[src/hdl/cpa_regs.svh]
/*
  Constants for the card access controller and its terminal supervisor.
  Assumes inclusion by bare name from every design file that needs them.
*/
`ifndef CPA_REGS_SVH
`define CPA_REGS_SVH
// Clock and supervision times
`define CPA_CLK_HZ          40000000
`define CPA_STATUS_PERIOD_S 30
`define CPA_RSP_LIMIT_S     5
// Field widths and positions
`define CPA_CODE_W          16
`define CPA_DATA_W          32
`define CPA_DIR_W           16
`define CPA_SVC_W           32
`define CPA_SVC_DISABLE_BIT 0
// Blocking threshold
`define CPA_MAX_FAILS       2'h3
// Directories
`define CPA_DIR_MASTER      16'h3f00
`define CPA_DIR_APP         16'h7f90
// Reset values of the stored codes and of the challenge LFSR
`define CPA_PRI_RST         16'h1234
`define CPA_SEC_RST         16'h5678
`define CPA_PRI_UNBLK_RST   16'h8888
`define CPA_SEC_UNBLK_RST   16'h9999
`define CPA_LFSR_RST        32'h0000_0001
`endif

[src/hdl/cpa_pkg.sv]
/*
  Types shared by both ends of the card command link.
  Assumes nothing beyond a SystemVerilog compiler.
*/
package cpa_pkg;
  typedef enum logic [3:0] {
    OP_NONE     = 4'h0,
    OP_SELECT   = 4'h1,
    OP_STATUS   = 4'h2,
    OP_VERIFY   = 4'h3,
    OP_CHANGE   = 4'h4,
    OP_DISABLE  = 4'h5,
    OP_ENABLE   = 4'h6,
    OP_UNBLOCK  = 4'h7,
    OP_ALG_CARD = 4'h8,
    OP_GET_RESP = 4'h9,
    OP_GET_CHAL = 4'ha,
    OP_ALG_NET  = 4'hb,
    OP_KEY_COMB = 4'hc,
    OP_SES_END  = 4'hd
  } cpa_op_t;

  typedef enum logic [2:0] {
    ST_OK       = 3'h0,
    ST_MISMATCH = 3'h1,
    ST_BLOCKED  = 3'h2,
    ST_REFUSED  = 3'h3,
    ST_NO_SVC   = 3'h4,
    ST_NO_RSP   = 3'h5
  } cpa_status_t;

  typedef enum logic [1:0] {
    AM_NONE = 2'h0,
    AM_CARD = 2'h1,
    AM_NET  = 2'h2
  } cpa_auth_t;
endpackage

[src/hdl/cpa_link_if.sv]
/*
  Command/response link between terminal (master) and card (slave).
  Assumes both ends run on the same clock; one command outstanding at a time.
*/
`timescale 1ns/1ps
`include "cpa_regs.svh"
interface cpa_link_if;
  import cpa_pkg::*;
  logic                   cmd_valid;
  cpa_op_t                cmd_op;
  logic                   cmd_sel;
  logic [`CPA_CODE_W-1:0] cmd_val;
  logic [`CPA_CODE_W-1:0] cmd_new;
  logic [`CPA_DATA_W-1:0] cmd_arg;
  logic                   rsp_valid;
  cpa_status_t            rsp_status;
  logic [`CPA_DATA_W-1:0] rsp_data;
  logic [`CPA_DIR_W-1:0]  rsp_dir;
  logic                   rsp_flag;

  modport card (input cmd_valid, cmd_op, cmd_sel, cmd_val, cmd_new, cmd_arg,
                output rsp_valid, rsp_status, rsp_data, rsp_dir, rsp_flag);
  modport term (output cmd_valid, cmd_op, cmd_sel, cmd_val, cmd_new, cmd_arg,
                input rsp_valid, rsp_status, rsp_data, rsp_dir, rsp_flag);
endinterface

[src/hdl/cpa_card.sv]
/*
  Card end: secret-code state machine, access rights, algorithm gating.
  Assumes the terminal issues one command at a time and waits for the answer,
  which comes one cycle after the command is taken.
*/
`timescale 1ns/1ps
`include "cpa_regs.svh"
module cpa_card
  import cpa_pkg::*;
#(
  parameter logic [`CPA_DATA_W-1:0] AUTH_KEY = 32'h5a5a_0f0f  // Arbitrary value
) (
  // Clock and reset
  input  wire logic                   clk_sys,
  input  wire logic                   rst_n,
  // Link to terminal
  cpa_link_if.card                    link,
  // Card configuration
  input  wire logic [`CPA_SVC_W-1:0]  service_table_file,
  input  wire logic                   mutual_auth_setting_file,
  // Card state
  output logic      [1:0]             access_right,
  output logic      [3:0]             code_blocked,
  output logic                        primary_enabled,
  output logic      [`CPA_DATA_W-1:0] session_cipher_key,
  output logic                        key_valid
);
  localparam logic [`CPA_CODE_W-1:0] CODE_RST [4] =
    '{`CPA_PRI_RST, `CPA_SEC_RST, `CPA_PRI_UNBLK_RST, `CPA_SEC_UNBLK_RST};

  // Codes: 0 primary, 1 secondary, 2 and 3 their unblocking keys
  logic [`CPA_CODE_W-1:0] code_q [4];
  logic [`CPA_CODE_W-1:0] code_d [4];
  logic [1:0]             fail_q [4];
  logic [1:0]             fail_d [4];
  logic [3:0]             blk_q, blk_d;
  logic                   en_q, en_d;
  logic [1:0]             right_q, right_d;
  logic [`CPA_DIR_W-1:0]  dir_q, dir_d;
  logic [`CPA_DATA_W-1:0] lfsr_q, lfsr_d;
  logic [`CPA_DATA_W-1:0] chal_q, chal_d;
  logic [`CPA_DATA_W-1:0] res_q, res_d;
  logic [`CPA_DATA_W-1:0] part1_q, part1_d;
  logic [`CPA_DATA_W-1:0] part2_q, part2_d;
  logic [`CPA_DATA_W-1:0] key_q, key_d;
  logic                   res_rdy_q, res_rdy_d;
  logic                   res_sent_q, res_sent_d;
  logic                   chal_ok_q, chal_ok_d;
  logic                   net_ok_q, net_ok_d;
  logic                   net_bad_q, net_bad_d;
  logic                   kv_q, kv_d;
  logic                   rv_q, rv_d;
  cpa_status_t            rs_q, rs_d;
  logic [`CPA_DATA_W-1:0] rdata_q, rdata_d;
  logic                   rflag_q, rflag_d;

  logic                   chk;
  logic [1:0]             idx;
  logic                   alg_ok;
  logic [`CPA_DATA_W-1:0] expect_net;

  assign alg_ok     = (dir_q == `CPA_DIR_APP) && right_q[0];
  assign expect_net = chal_q ^ {AUTH_KEY[15:0], AUTH_KEY[31:16]};

  always_comb begin
    code_d     = code_q;
    fail_d     = fail_q;
    blk_d      = blk_q;
    en_d       = en_q;
    right_d    = right_q;
    dir_d      = dir_q;
    lfsr_d     = {lfsr_q[30:0], lfsr_q[31] ^ lfsr_q[21] ^ lfsr_q[1] ^ lfsr_q[0]};
    chal_d     = chal_q;
    res_d      = res_q;
    part1_d    = part1_q;
    part2_d    = part2_q;
    key_d      = key_q;
    res_rdy_d  = res_rdy_q;
    res_sent_d = res_sent_q;
    chal_ok_d  = chal_ok_q;
    net_ok_d   = net_ok_q;
    net_bad_d  = net_bad_q;
    kv_d       = kv_q;
    rv_d       = 1'b0;
    rs_d       = ST_OK;
    rdata_d    = '0;
    rflag_d    = 1'b0;
    chk        = 1'b0;
    idx        = {1'b0, link.cmd_sel};
    if (link.cmd_valid) begin
      rv_d = 1'b1;
      case (link.cmd_op)
        OP_SELECT: begin
          dir_d = link.cmd_arg[`CPA_DIR_W-1:0];
        end
        OP_STATUS: begin
          rdata_d = {{(`CPA_DATA_W-`CPA_DIR_W){1'b0}}, dir_q};
        end
        OP_VERIFY: begin
          if (!link.cmd_sel && !en_q) begin
            right_d[0] = 1'b1;
          end else if (blk_q[idx]) begin
            rs_d = ST_BLOCKED;
          end else begin
            chk = 1'b1;
          end
        end
        OP_CHANGE: begin
          if (blk_q[idx] || (!link.cmd_sel && !en_q)) begin
            rs_d = ST_REFUSED;
          end else begin
            chk = 1'b1;
          end
        end
        OP_DISABLE: begin
          idx = 2'h0;
          if (!service_table_file[`CPA_SVC_DISABLE_BIT]) begin
            rs_d = ST_NO_SVC;
          end else if (blk_q[0] || !en_q) begin
            rs_d = ST_REFUSED;
          end else begin
            chk = 1'b1;
          end
        end
        OP_ENABLE: begin
          idx = 2'h0;
          if (blk_q[0] || en_q) begin
            rs_d = ST_REFUSED;
          end else begin
            chk = 1'b1;
          end
        end
        OP_UNBLOCK: begin
          idx = {1'b1, link.cmd_sel};
          if (blk_q[idx]) begin
            rs_d = ST_BLOCKED;
          end else begin
            chk = 1'b1;
          end
        end
        OP_ALG_CARD: begin
          if (!alg_ok) begin
            rs_d = ST_REFUSED;
          end else begin
            res_d      = link.cmd_arg ^ AUTH_KEY;
            part1_d    = ~(link.cmd_arg ^ AUTH_KEY) ^ {AUTH_KEY[7:0], AUTH_KEY[31:8]};
            res_rdy_d  = 1'b1;
            res_sent_d = 1'b0;
            kv_d       = 1'b0;
          end
        end
        OP_GET_RESP: begin
          if (!res_rdy_q) begin
            rs_d = ST_REFUSED;
          end else begin
            rdata_d    = res_q;
            rflag_d    = mutual_auth_setting_file;
            res_sent_d = 1'b1;
          end
        end
        OP_GET_CHAL: begin
          chal_d    = lfsr_q;
          rdata_d   = lfsr_q;
          chal_ok_d = 1'b1;
          net_ok_d  = 1'b0;
          net_bad_d = 1'b0;
        end
        OP_ALG_NET: begin
          if (!alg_ok || !chal_ok_q) begin
            rs_d = ST_REFUSED;
          end else if (link.cmd_arg == expect_net) begin
            net_ok_d = 1'b1;
            part2_d  = expect_net ^ {AUTH_KEY[23:0], AUTH_KEY[31:24]};
          end else begin
            net_bad_d = 1'b1;
            rs_d      = ST_MISMATCH;
          end
        end
        OP_KEY_COMB: begin
          if (!alg_ok || !(net_ok_q || res_sent_q) || net_bad_q) begin
            rs_d = ST_REFUSED;
          end else begin
            key_d      = part1_q ^ {part2_q[15:0], part2_q[31:16]};
            kv_d       = 1'b1;
            res_rdy_d  = 1'b0;
            res_sent_d = 1'b0;
            chal_ok_d  = 1'b0;
            net_ok_d   = 1'b0;
          end
        end
        OP_SES_END: begin
          right_d    = 2'h0;
          dir_d      = `CPA_DIR_MASTER;
          kv_d       = 1'b0;
          res_rdy_d  = 1'b0;
          res_sent_d = 1'b0;
          chal_ok_d  = 1'b0;
          net_ok_d   = 1'b0;
          net_bad_d  = 1'b0;
        end
        default: begin
          rs_d = ST_REFUSED;
        end
      endcase
    end
    if (chk) begin
      if (link.cmd_val == code_q[idx]) begin
        fail_d[idx] = 2'h0;
        case (link.cmd_op)
          OP_CHANGE: begin
            code_d[idx] = link.cmd_new;
            right_d[idx[0]] = 1'b1;
          end
          OP_DISABLE: begin
            en_d       = 1'b0;
            right_d[0] = 1'b1;
          end
          OP_ENABLE: begin
            en_d       = 1'b1;
            right_d[0] = 1'b1;
          end
          OP_UNBLOCK: begin
            blk_d[idx[0]]   = 1'b0;
            fail_d[idx[0]]  = 2'h0;
            code_d[idx[0]]  = link.cmd_new;
            right_d[idx[0]] = 1'b1;
          end
          default: begin
            right_d[idx[0]] = 1'b1;
          end
        endcase
      end else begin
        rs_d        = ST_MISMATCH;
        fail_d[idx] = fail_q[idx] + 2'h1;
        if (fail_q[idx] + 2'h1 == `CPA_MAX_FAILS) begin
          blk_d[idx] = 1'b1;
          if (!idx[1]) begin
            right_d[idx[0]] = 1'b0;
          end
        end
      end
    end
  end

  always_ff @(posedge clk_sys or negedge rst_n) begin
    if (!rst_n) begin
      for (int i = 0; i < 4; i++) begin
        code_q[i] <= CODE_RST[i];
        fail_q[i] <= 2'h0;
      end
      blk_q      <= 4'h0;
      en_q       <= 1'b1;
      right_q    <= 2'h0;
      dir_q      <= `CPA_DIR_MASTER;
      lfsr_q     <= `CPA_LFSR_RST;
      chal_q     <= '0;
      res_q      <= '0;
      part1_q    <= '0;
      part2_q    <= '0;
      key_q      <= '0;
      res_rdy_q  <= 1'b0;
      res_sent_q <= 1'b0;
      chal_ok_q  <= 1'b0;
      net_ok_q   <= 1'b0;
      net_bad_q  <= 1'b0;
      kv_q       <= 1'b0;
      rv_q       <= 1'b0;
      rs_q       <= ST_OK;
      rdata_q    <= '0;
      rflag_q    <= 1'b0;
    end else begin
      code_q     <= code_d;
      fail_q     <= fail_d;
      blk_q      <= blk_d;
      en_q       <= en_d;
      right_q    <= right_d;
      dir_q      <= dir_d;
      lfsr_q     <= lfsr_d;
      chal_q     <= chal_d;
      res_q      <= res_d;
      part1_q    <= part1_d;
      part2_q    <= part2_d;
      key_q      <= key_d;
      res_rdy_q  <= res_rdy_d;
      res_sent_q <= res_sent_d;
      chal_ok_q  <= chal_ok_d;
      net_ok_q   <= net_ok_d;
      net_bad_q  <= net_bad_d;
      kv_q       <= kv_d;
      rv_q       <= rv_d;
      rs_q       <= rs_d;
      rdata_q    <= rdata_d;
      rflag_q    <= rflag_d;
    end
  end

  // Answer carries the directory current after the command
  assign link.rsp_valid      = rv_q;
  assign link.rsp_status     = rs_q;
  assign link.rsp_data       = rdata_q;
  assign link.rsp_dir        = dir_q;
  assign link.rsp_flag       = rflag_q;
  assign access_right        = right_q;
  assign code_blocked        = blk_q;
  assign primary_enabled     = en_q;
  assign session_cipher_key  = key_q;
  assign key_valid           = kv_q;
endmodule

[src/flat_wrapper.sv]
// flat-port wrapper written by rule: the top's interface ports become plain ports
module cpa_card_flat import cpa_pkg::*;
#(
  parameter logic [`CPA_DATA_W-1:0] AUTH_KEY = 32'h5a5a_0f0f                    
)
  (clk_sys, rst_n, service_table_file, mutual_auth_setting_file, access_right, code_blocked, primary_enabled, session_cipher_key, key_valid, link_cmd_valid, link_cmd_op, link_cmd_sel, link_cmd_val, link_cmd_new, link_cmd_arg, link_rsp_valid, link_rsp_status, link_rsp_data, link_rsp_dir, link_rsp_flag);
  cpa_link_if link_i ();
  input  wire logic clk_sys;
  input  wire logic rst_n;
  input  wire logic [`CPA_SVC_W-1:0] service_table_file;
  input  wire logic mutual_auth_setting_file;
  output logic      [1:0] access_right;
  output logic      [3:0] code_blocked;
  output logic primary_enabled;
  output logic      [`CPA_DATA_W-1:0] session_cipher_key;
  output logic key_valid;
  input wire logic [$bits(link_i.cmd_valid)-1:0] link_cmd_valid;
  input wire logic [$bits(link_i.cmd_op)-1:0] link_cmd_op;
  input wire logic [$bits(link_i.cmd_sel)-1:0] link_cmd_sel;
  input wire logic [$bits(link_i.cmd_val)-1:0] link_cmd_val;
  input wire logic [$bits(link_i.cmd_new)-1:0] link_cmd_new;
  input wire logic [$bits(link_i.cmd_arg)-1:0] link_cmd_arg;
  output wire logic [$bits(link_i.rsp_valid)-1:0] link_rsp_valid;
  output wire logic [$bits(link_i.rsp_status)-1:0] link_rsp_status;
  output wire logic [$bits(link_i.rsp_data)-1:0] link_rsp_data;
  output wire logic [$bits(link_i.rsp_dir)-1:0] link_rsp_dir;
  output wire logic [$bits(link_i.rsp_flag)-1:0] link_rsp_flag;
  assign link_i.cmd_valid = link_cmd_valid;
  assign link_i.cmd_op = link_cmd_op;
  assign link_i.cmd_sel = link_cmd_sel;
  assign link_i.cmd_val = link_cmd_val;
  assign link_i.cmd_new = link_cmd_new;
  assign link_i.cmd_arg = link_cmd_arg;
  assign link_rsp_valid = link_i.rsp_valid;
  assign link_rsp_status = link_i.rsp_status;
  assign link_rsp_data = link_i.rsp_data;
  assign link_rsp_dir = link_i.rsp_dir;
  assign link_rsp_flag = link_i.rsp_flag;
  cpa_card #(.AUTH_KEY(AUTH_KEY)) u_core (.clk_sys(clk_sys), .rst_n(rst_n), .link(link_i), .service_table_file(service_table_file), .mutual_auth_setting_file(mutual_auth_setting_file), .access_right(access_right), .code_blocked(code_blocked), .primary_enabled(primary_enabled), .session_cipher_key(session_cipher_key), .key_valid(key_valid));
endmodule
[config.mk]
export PLATFORM = sky130hd
export DESIGN_NAME = cpa_card_flat
export DESIGN_NICKNAME = d
export VERILOG_FILES = /design/src/hdl/cpa_pkg.sv /design/src/hdl/cpa_link_if.sv /design/src/hdl/cpa_card.sv /design/src/flat_wrapper.sv
export VERILOG_INCLUDE_DIRS = /design/src /design/src/hdl
export SDC_FILE = /design/constraint.sdc
export NUM_CORES = 1
export LEC_CHECK = 0
export BUFFER_PORTS_ARGS = -buffer_cell sky130_fd_sc_hd__buf_2
export CORE_UTILIZATION = 42
export CTS_CLUSTER_SIZE = 14
export DETAILED_ROUTE_END_ITERATION = 16
export PLACE_DENSITY_LB_ADDON = 0.3
export SYNTH_ARGS = -nofsm -noshare
export SYNTH_HDL_FRONTEND = slang
export SYNTH_SLANG_ARGS = --single-unit
[constraint.sdc]
create_clock -name clk_sys -period 6.07 [get_ports clk_sys]
set_input_delay 0.3035 -clock clk_sys [delete_from_list [all_inputs] [get_ports clk_sys]]
set_output_delay 0.3035 -clock clk_sys [all_outputs]
set_load 0.02 [all_outputs]
==> results of run 1 <==
==> per-layer routing <==
layer  vias up  track usage [%]  wire length (um)
met2       282             32.3             14700
li1       4151                -                 -
met5         -                0                17
met1      4359             29.3             15100
met4         2             6.60               790
met3        51             3.71              1900
==> flip-flops by register name (all words and copies together) (netlist names), 2 cells and up <==
name and flops:
u_core.code_q 64, u_core.chal_q 32, u_core.lfsr_q 32, u_core.link.rsp_data 32
u_core.part1_q 32, u_core.part2_q 32, u_core.session_cipher_key 32, u_core.link.rsp_dir 16
u_core.res_q 16, u_core.fail_q 8, u_core.code_blocked 4, u_core.link.rsp_status 3
u_core.access_right 2
==> worst reg2reg max path, stage by stage, from the launching register on <==
cell and delay [ns]:
dfstp_2 0.60, nand2b_1 0.12, mux2i_1 0.27, a222oi_1 0.16
o21ai_0 0.25, nor3b_2 0.54, nand2_1 0.28, nor3_4 0.79
mux2_2 0.42
==> power groups by stage <==
stage | Combinational [W] | Clock [W] | Sequential [W]
finish | 0.000285 | 0.00211 | 0.00217
global route | 0.000313 | 0.00224 | 0.00217
CTS | 0.000290 | 0.00216 | 0.00217
detailed placement | 0.000285 | 0 | 0.00221
global placement | 0.000282 | 0 | 0.00220
floorplan | 0.000113 | 0 | 0.00222
==> area by class of cell <==
| class | instances | area (um2) |
|---|---|---|
| timing repair buffer | 185 | 1020 |
| tap | 396 | 495 |
| inverter | 7 | 26.3 |
| fill | 2828 | 15300 |
| clock inverter | 8 | 86.3 |
| clock buffer | 57 | 1070 |
| multi-input combinational | 698 | 4780 |
| sequential | 314 | 7900 |
==> stage by stage <==
step,area (um2),setup slack [ns]
after detailed placement,14100,1.52
after CTS,15400,2.10
after global placement,14100,1.58
after global routing,15400,1.81
after floorplan,13100,3.07
final,15400,2.10
==> final timing paths <==
check                                              startpoint                                 end  cells past startpoint
min in group asynchronous                               rst_n  u_core.link.rsp_data[27]$_DFF_PN0_                      2
max in group asynchronous                               rst_n        u_core.fail_q[3]$_DFFE_PN0P_                      3
min reg2reg                     u_core.code_q[15]$_DFFE_PN1P_       u_core.code_q[15]$_DFFE_PN1P_                      0
max                                            link_cmd_valid       u_core.code_q[33]$_DFFE_PN0P_                      9
max reg2reg                u_core.primary_enabled$_DFFE_PN1P_       u_core.code_q[33]$_DFFE_PN0P_                      8
min                                           link_cmd_arg[2]       u_core.part1_q[2]$_DFFE_PN0P_                      2
==> what timing repair did <==
item	CTS	global route
hold buffers	8	0
endpoints found under the hold margin	107	0
setup buffers	0	0
setup endpoints to repair	0	0
==> cell usage after synthesis (9+ instances only) <==
cell type | instances | area (um2)
dfstp_2 | 33 | 867
a22oi_1 | 18 | 135
nand4_1 | 10 | 62.6
a311o_1 | 16 | 160
a222oi_1 | 17 | 170
a21oi_1 | 42 | 210
buf_2 | 13 | 65.1
mux2_2 | 82 | 923
o21a_1 | 13 | 97.6
xor2_1 | 17 | 149
mux2_1 | 13 | 146
nor3_1 | 25 | 125
clkbuf_1 | 74 | 278
nor2_1 | 69 | 259
a22o_1 | 9 | 78.8
o21ai_0 | 60 | 300
xnor2_1 | 66 | 578
dfrtp_1 | 281 | 7030
mux2i_1 | 22 | 220
nand2_1 | 137 | 514
==> cell families (layout without fill, tap and decap cells) <==
| family | after synthesis | count (layout) | share of synthesized area (%) |
|---|---|---|---|
| adders and majority gates | 1 | 1 | 0.0955 |
| AOI/OAI and AO/OA | 200 | 200 | 10.4 |
| buffers and inverters | 105 | 257 | 3.33 |
| xor gates and xnor gates | 83 | 83 | 5.55 |
| muxes | 117 | 117 | 9.84 |
| and+or+nand+nor | 297 | 297 | 10.5 |
| DFF | 314 | 314 | 60.3 |
==> impl_metrics.json, run 1 <==
{
  "clock_root_buffer": "clkbuf_16",
  "worstPathBufferInverterCount": 1,
  "most_frequent_standard_cell_in_the_layout_excluding_fill_and_tap_cells": "dfrtp_1",
  "fp.dieW_um": 179,
  "synthFlopType": "dfrtp_1",
  "core_box_area_um2": 30700,
  "fmax_mhz": 252,
  "tritoncts": "done",
  "hold_class": "primary input to flip-flop",
  "final_setup_violating_endpoints": 0,
  "worst_slew_margin_rel_pct": 21.6,
  "maxCapViolCount": 0,
  "clk_path_buf_depth": 3,
  "wire_length_of_the_first_global_routing_pass_um": 50500,
  "core.rowCount": 64,
  "maximum_number_of_pins_on_one_net_before_global_route_repair": 140,
  "worst_setup_path_end_kind": "flip-flop",
  "crit_chain": "buf_2 > and3b_1 > nand3_2 > a311o_1 > xnor2_1 > and4_1 > nand4_2 > nor3_4 > mux2_2",
  "switching_power_w": 0.00107,
  "mostFrequentLayoutCells": "dfrtp_1 (281), buf_2 (165), nand2_1 (136)",
  "postSynthCellCount": 1117,
  "number_of_distinct_standard_cells_referenced_by_the_synthesized_netlist": 62,
  "slowest_delay_ns": 0.88,
  "p_comb_share_pct": 6.2,
  "slew_viol_final": 0,
  "cp_slowest_cell": "nor3_4",
  "timing.critical_path.fanout_max": 20,
  "worstSetupPathType": "primary input to flip-flop",
  "min_period_ns": 3.97,
  "worst_slew_pin_slew_ns": 1.18,
  "utilization_pct": 50.1,
  "worst_ep_arrival_time_ns": 4.36,
  "netSwitchingFraction_pct": 23.6,
  "fraction_of_registers_with_async_set_or_reset_after_synthesis_pct": 100,
  "syn_area_um2": 13100,
  "p_per_area_nw_per_um2": 297,
  "drtIter0Drc": 765,
  "detail-route-antenna-nets": 0,
  "starting_density_of_the_core_pct": 42.7,
  "worst_ep_required_time_ns": 6.46,
  "dp_hpwl_um": 21500,
  "skew_ns": 0.0224,
  "vias_per_cell": 5.31,
  "syn-mean-instance-area_um2": 11.7,
  "hold_violations": 0,
  "reg2reg_setup_slack_ns": 2.54,
  "numPlacedInstances": 1592,
  "grt.overflow.total": 0,
  "dieHeight_um": 179,
  "rsz0062_at_grt": "false",
  "worst_setup_path_start_kind": "primary input",
  "cts_num_sinks": 314,
  "finalSetupTns_ns": 0,
  "ioPinCount": 198,
  "p_total_w": 0.00456,
  "cts_resized": 0,
  "critical_path.top_delay_family": "simple AND/OR/NAND/NOR gates",
  "run_status": "completed",
  "finalCritPeriodShare_pct": 65.4,
  "worst_skew_pair_latency_ns": 0.52,
  "area_delta_synth_final_pct": 17.3,
  "area_enclosed_by_the_die_boundary_um2": 31900,
  "portBuffers": 166,
  "first_global_vias": 8835,
  "ys.warnings.count": 0,
  "gp_congestion": 0.820,
  "drt_pre_antenna_iters": 6,
  "sequential_to_total_area_share_from_yosys_stat_pct": 60.3,
  "final_net_count": 1348,
  "cts_made_buffers": 36,
  "avgRoutedWirePerCell_um": 19.5,
  "vdd.ir_drop.worst_v": 0.000153,
  "share_clk_of_total_power_pct": 46.2,
  "worst_setup_hold_path_clk_slew_ns": 0.06,
  "smallest_hold_slack_ns": 0.0233,
  "track_usage_pct": 20.7,
  "static-leakage-power_nw": 7.39,
  "fin_cells": 1665,
  "synth_edf_count": 0,
  "antenna_violations_before_repair": 1,
  "detailed_route_via_count": 8845,
  "layout-drive-gt1-share_pct": 28.3,
  "cts_htree_levels": 2,
  "drcViolationCount": 0,
  "finalWirelength_um": 32500,
  "synth_seq_cells": 314,
  "antennaDiodeCount": 0,
  "share_seq_of_total_power_pct": 47.6,
  "total_internal_power_w": 0.00349,
  "postSynthNetCount": 1223
}
No activity file was read; power rests on OpenSTA's default activity.
==> inputs of run 2 (changes only) <==
Clock period 6.07 ns to 3.7 ns, I/O delays scaled along.
==> run 2 against run 1 <==
  * Combinational power is 81% higher
  * Sequential power grew 64%
  * Via count up 3.2%
  * Die area unchanged
  * Cell count up 3.7%
  * Critical path depth is 1 lower
  * Setup slack worse by 1.5 ns
  * Clock power increased by 59%
  * Design area up 3.7%
  * Power is 63% higher
  * Count of clock-buffer cells in the layout down 5
  * Register-to-register slack worse by 1.9 ns
==> impl_metrics.json, run 2 (synthesized netlist as in run 1, its figures left out) <==
{
  "share_clk_of_total_power_pct": 45.2,
  "slowest_delay_ns": 0.63,
  "numPlacedInstances": 1613,
  "clk_path_buf_depth": 3,
  "portBuffers": 166,
  "timing.rr.end": "u_core.part2_q[29]$_DFFE_PN0P_",
  "vias_per_cell": 5.28,
  "maximum_number_of_pins_on_one_net_before_global_route_repair": 110,
  "p_per_area_nw_per_um2": 466,
  "detailed_route_via_count": 9124,
  "worst_setup_path_end_kind": "flip-flop",
  "final_setup_violating_endpoints": 0,
  "worstPathBufferInverterCount": 1,
  "critical_path.startpoint": "u_core.chal_q[2]$_DFFE_PN0P_",
  "area_enclosed_by_the_die_boundary_um2": 31900,
  "critical_path.top_delay_family": "simple AND/OR/NAND/NOR gates",
  "dp_hpwl_um": 22100,
  "post_cts.repair.setup_buffers": 0,
  "drcViolationCount": 0,
  "timing.critical_path.fanout_max": 39,
  "clock_root_buffer": "clkbuf_16",
  "finalCritPeriodShare_pct": 83.0,
  "fin_cells": 1727,
  "worst_ep_arrival_time_ns": 3.47,
  "number_of_flip_flops_under_the_largest_register_name": 64,
  "min_period_ns": 3.07,
  "vdd.ir_drop.worst_v": 0.000273,
  "worst_hold_path.num_cells": 2,
  "worst_setup_path_start_kind": "flip-flop",
  "worst_slew_pin_slew_ns": 1.06,
  "layout.area.seq_um2": 7900,
  "maxCapViolCount": 0,
  "netSwitchingFraction_pct": 23.9,
  "hold_violations": 0,
  "track_usage_pct": 21.4,
  "drt_pre_antenna_iters": 6,
  "finalSetupTns_ns": 0,
  "finalWirelength_um": 32800,
  "worst_hold_startpoint": "link_cmd_valid",
  "antenna_violations_before_repair": 0,
  "worst_slew_margin_rel_pct": 29.0,
  "layout-drive-gt1-share_pct": 28.2,
  "wire_length_of_the_first_global_routing_pass_um": 52200,
  "mostFrequentLayoutCells": "dfrtp_1 (281), buf_2 (165), nand2_1 (137)",
  "slew_viol_final": 0,
  "avgRoutedWirePerCell_um": 19.0,
  "gp_congestion": 0.821,
  "worst_setup_hold_path_clk_slew_ns": 0.06,
  "r2r_cells": 8,
  "skew_ns": 0.0211,
  "dieHeight_um": 179,
  "worstSetupPathType": "flip-flop to flip-flop",
  "static-leakage-power_nw": 7.66,
  "worst_ep_required_time_ns": 4.09,
  "starting_density_of_the_core_pct": 42.7,
  "core.rowCount": 64,
  "ioPinCount": 198,
  "tritoncts": "done",
  "hold_class": "primary input to flip-flop",
  "total_internal_power_w": 0.00566,
  "final_net_count": 1411,
  "cp_num_cells": 8,
  "fp.dieW_um": 179,
  "worst_skew_pair_latency_ns": 0.52,
  "area_delta_synth_final_pct": 21.7,
  "max_flop_register": "u_core.code_q",
  "run_status": "completed",
  "p_comb_share_pct": 7.0,
  "first_global_vias": 9399,
  "cp_slowest_cell": "nor4_1",
  "most_frequent_standard_cell_in_the_layout_excluding_fill_and_tap_cells": "dfrtp_1",
  "crit_chain": "xnor2_1 > nand4_1 > nor4_1 > nand2_1 > nor2_1 > nand3_1 > buf_4 > mux2_2",
  "cts_num_sinks": 314,
  "antennaDiodeCount": 0,
  "reg2reg_setup_slack_ns": 0.63,
  "regToRegStartpoint": "u_core.chal_q[2]$_DFFE_PN0P_",
  "rsz0062_at_grt": "false",
  "worstHoldEndpoint": "u_core.link.rsp_valid$_DFF_PN0_",
  "detail-route-antenna-nets": 0,
  "fmax_mhz": 325,
  "share_seq_of_total_power_pct": 47.9,
  "cts_htree_levels": 2,
  "multi_input_comb_area_um2": 4780,
  "core_box_area_um2": 30700,
  "p_total_w": 0.00744,
  "cts_made_buffers": 35,
  "grt.overflow.total": 0,
  "switching_power_w": 0.00177,
  "n_fill_cell": 2712,
  "drtIter0Drc": 672
}
## run 2: cell type report
| cell class | instances | share of cell area [%] |
|---|---|---|
| clock buffers | 52 | 6.27 |
| clock inverters | 11 | 0.777 |
| inverters | 7 | 0.165 |
| multi-input cells | 698 | 29.9 |
| flip-flops and latches | 314 | 49.5 |
| well taps | 396 | 3.11 |
| repair buffers | 249 | 10.2 |
## run 2: worst max path at each step
stage / end / slack (ns)
2_1_floorplan: u_core.code_q[39]$_DFFE_PN0P_ / 0.82
3_3_place_gp: u_core.code_q[49]$_DFFE_PN0P_ / 0.47
3_5_place_dp: u_core.code_q[48]$_DFFE_PN0P_ / 0.44
4_1_cts: u_core.part2_q[29]$_DFFE_PN0P_ / 0.63
5_1_grt: u_core.part2_q[29]$_DFFE_PN0P_ / 0.47
6_report: u_core.part2_q[29]$_DFFE_PN0P_ / 0.63
## run 2: repair_timing
action / CTS / global route
endpoints found under the setup margin: 0 / 0
hold endpoints to repair: 176 / 0
hold buffers: 51 / 0
gates resized for setup: 0 / 0
## run 2: power by group through the flow
stage / sequential [W] / clock [W] / combinational, W
global route: 0.00356 / 0.00359 / 0.000566
detailed placement: 0.00362 / 0 / 0.000478
finish: 0.00356 / 0.00336 / 0.000517
CTS: 0.00356 / 0.00344 / 0.000523
global placement: 0.00362 / 0 / 0.000475
floorplan: 0.00365 / 0 / 0.000185
## run 2: routing by layer
metal	vias up	global-route usage, %	part of all wire, %
met1	4547	29.7	46
li1	4271	-	-
met3	55	3.20	4.7
met4	0	7.98	3.2
met5	-	0	0
met2	251	33.8	46
## run 2: through the flow
stage | instance area (um2) | setup slack, ns | hold slack, ns | utilization (%)
after global placement | 14300 | 0.472 | 0.235 | 46.7
after floorplan | 13100 | 0.818 | -0.111 | -
after CTS | 16000 | 0.631 | 0.0223 | 52.0
final | 16000 | 0.628 | 0.0352 | 52.0
after detailed placement | 14300 | 0.445 | 0.237 | 46.7
after global routing | 16000 | 0.473 | 0.0344 | 52.0
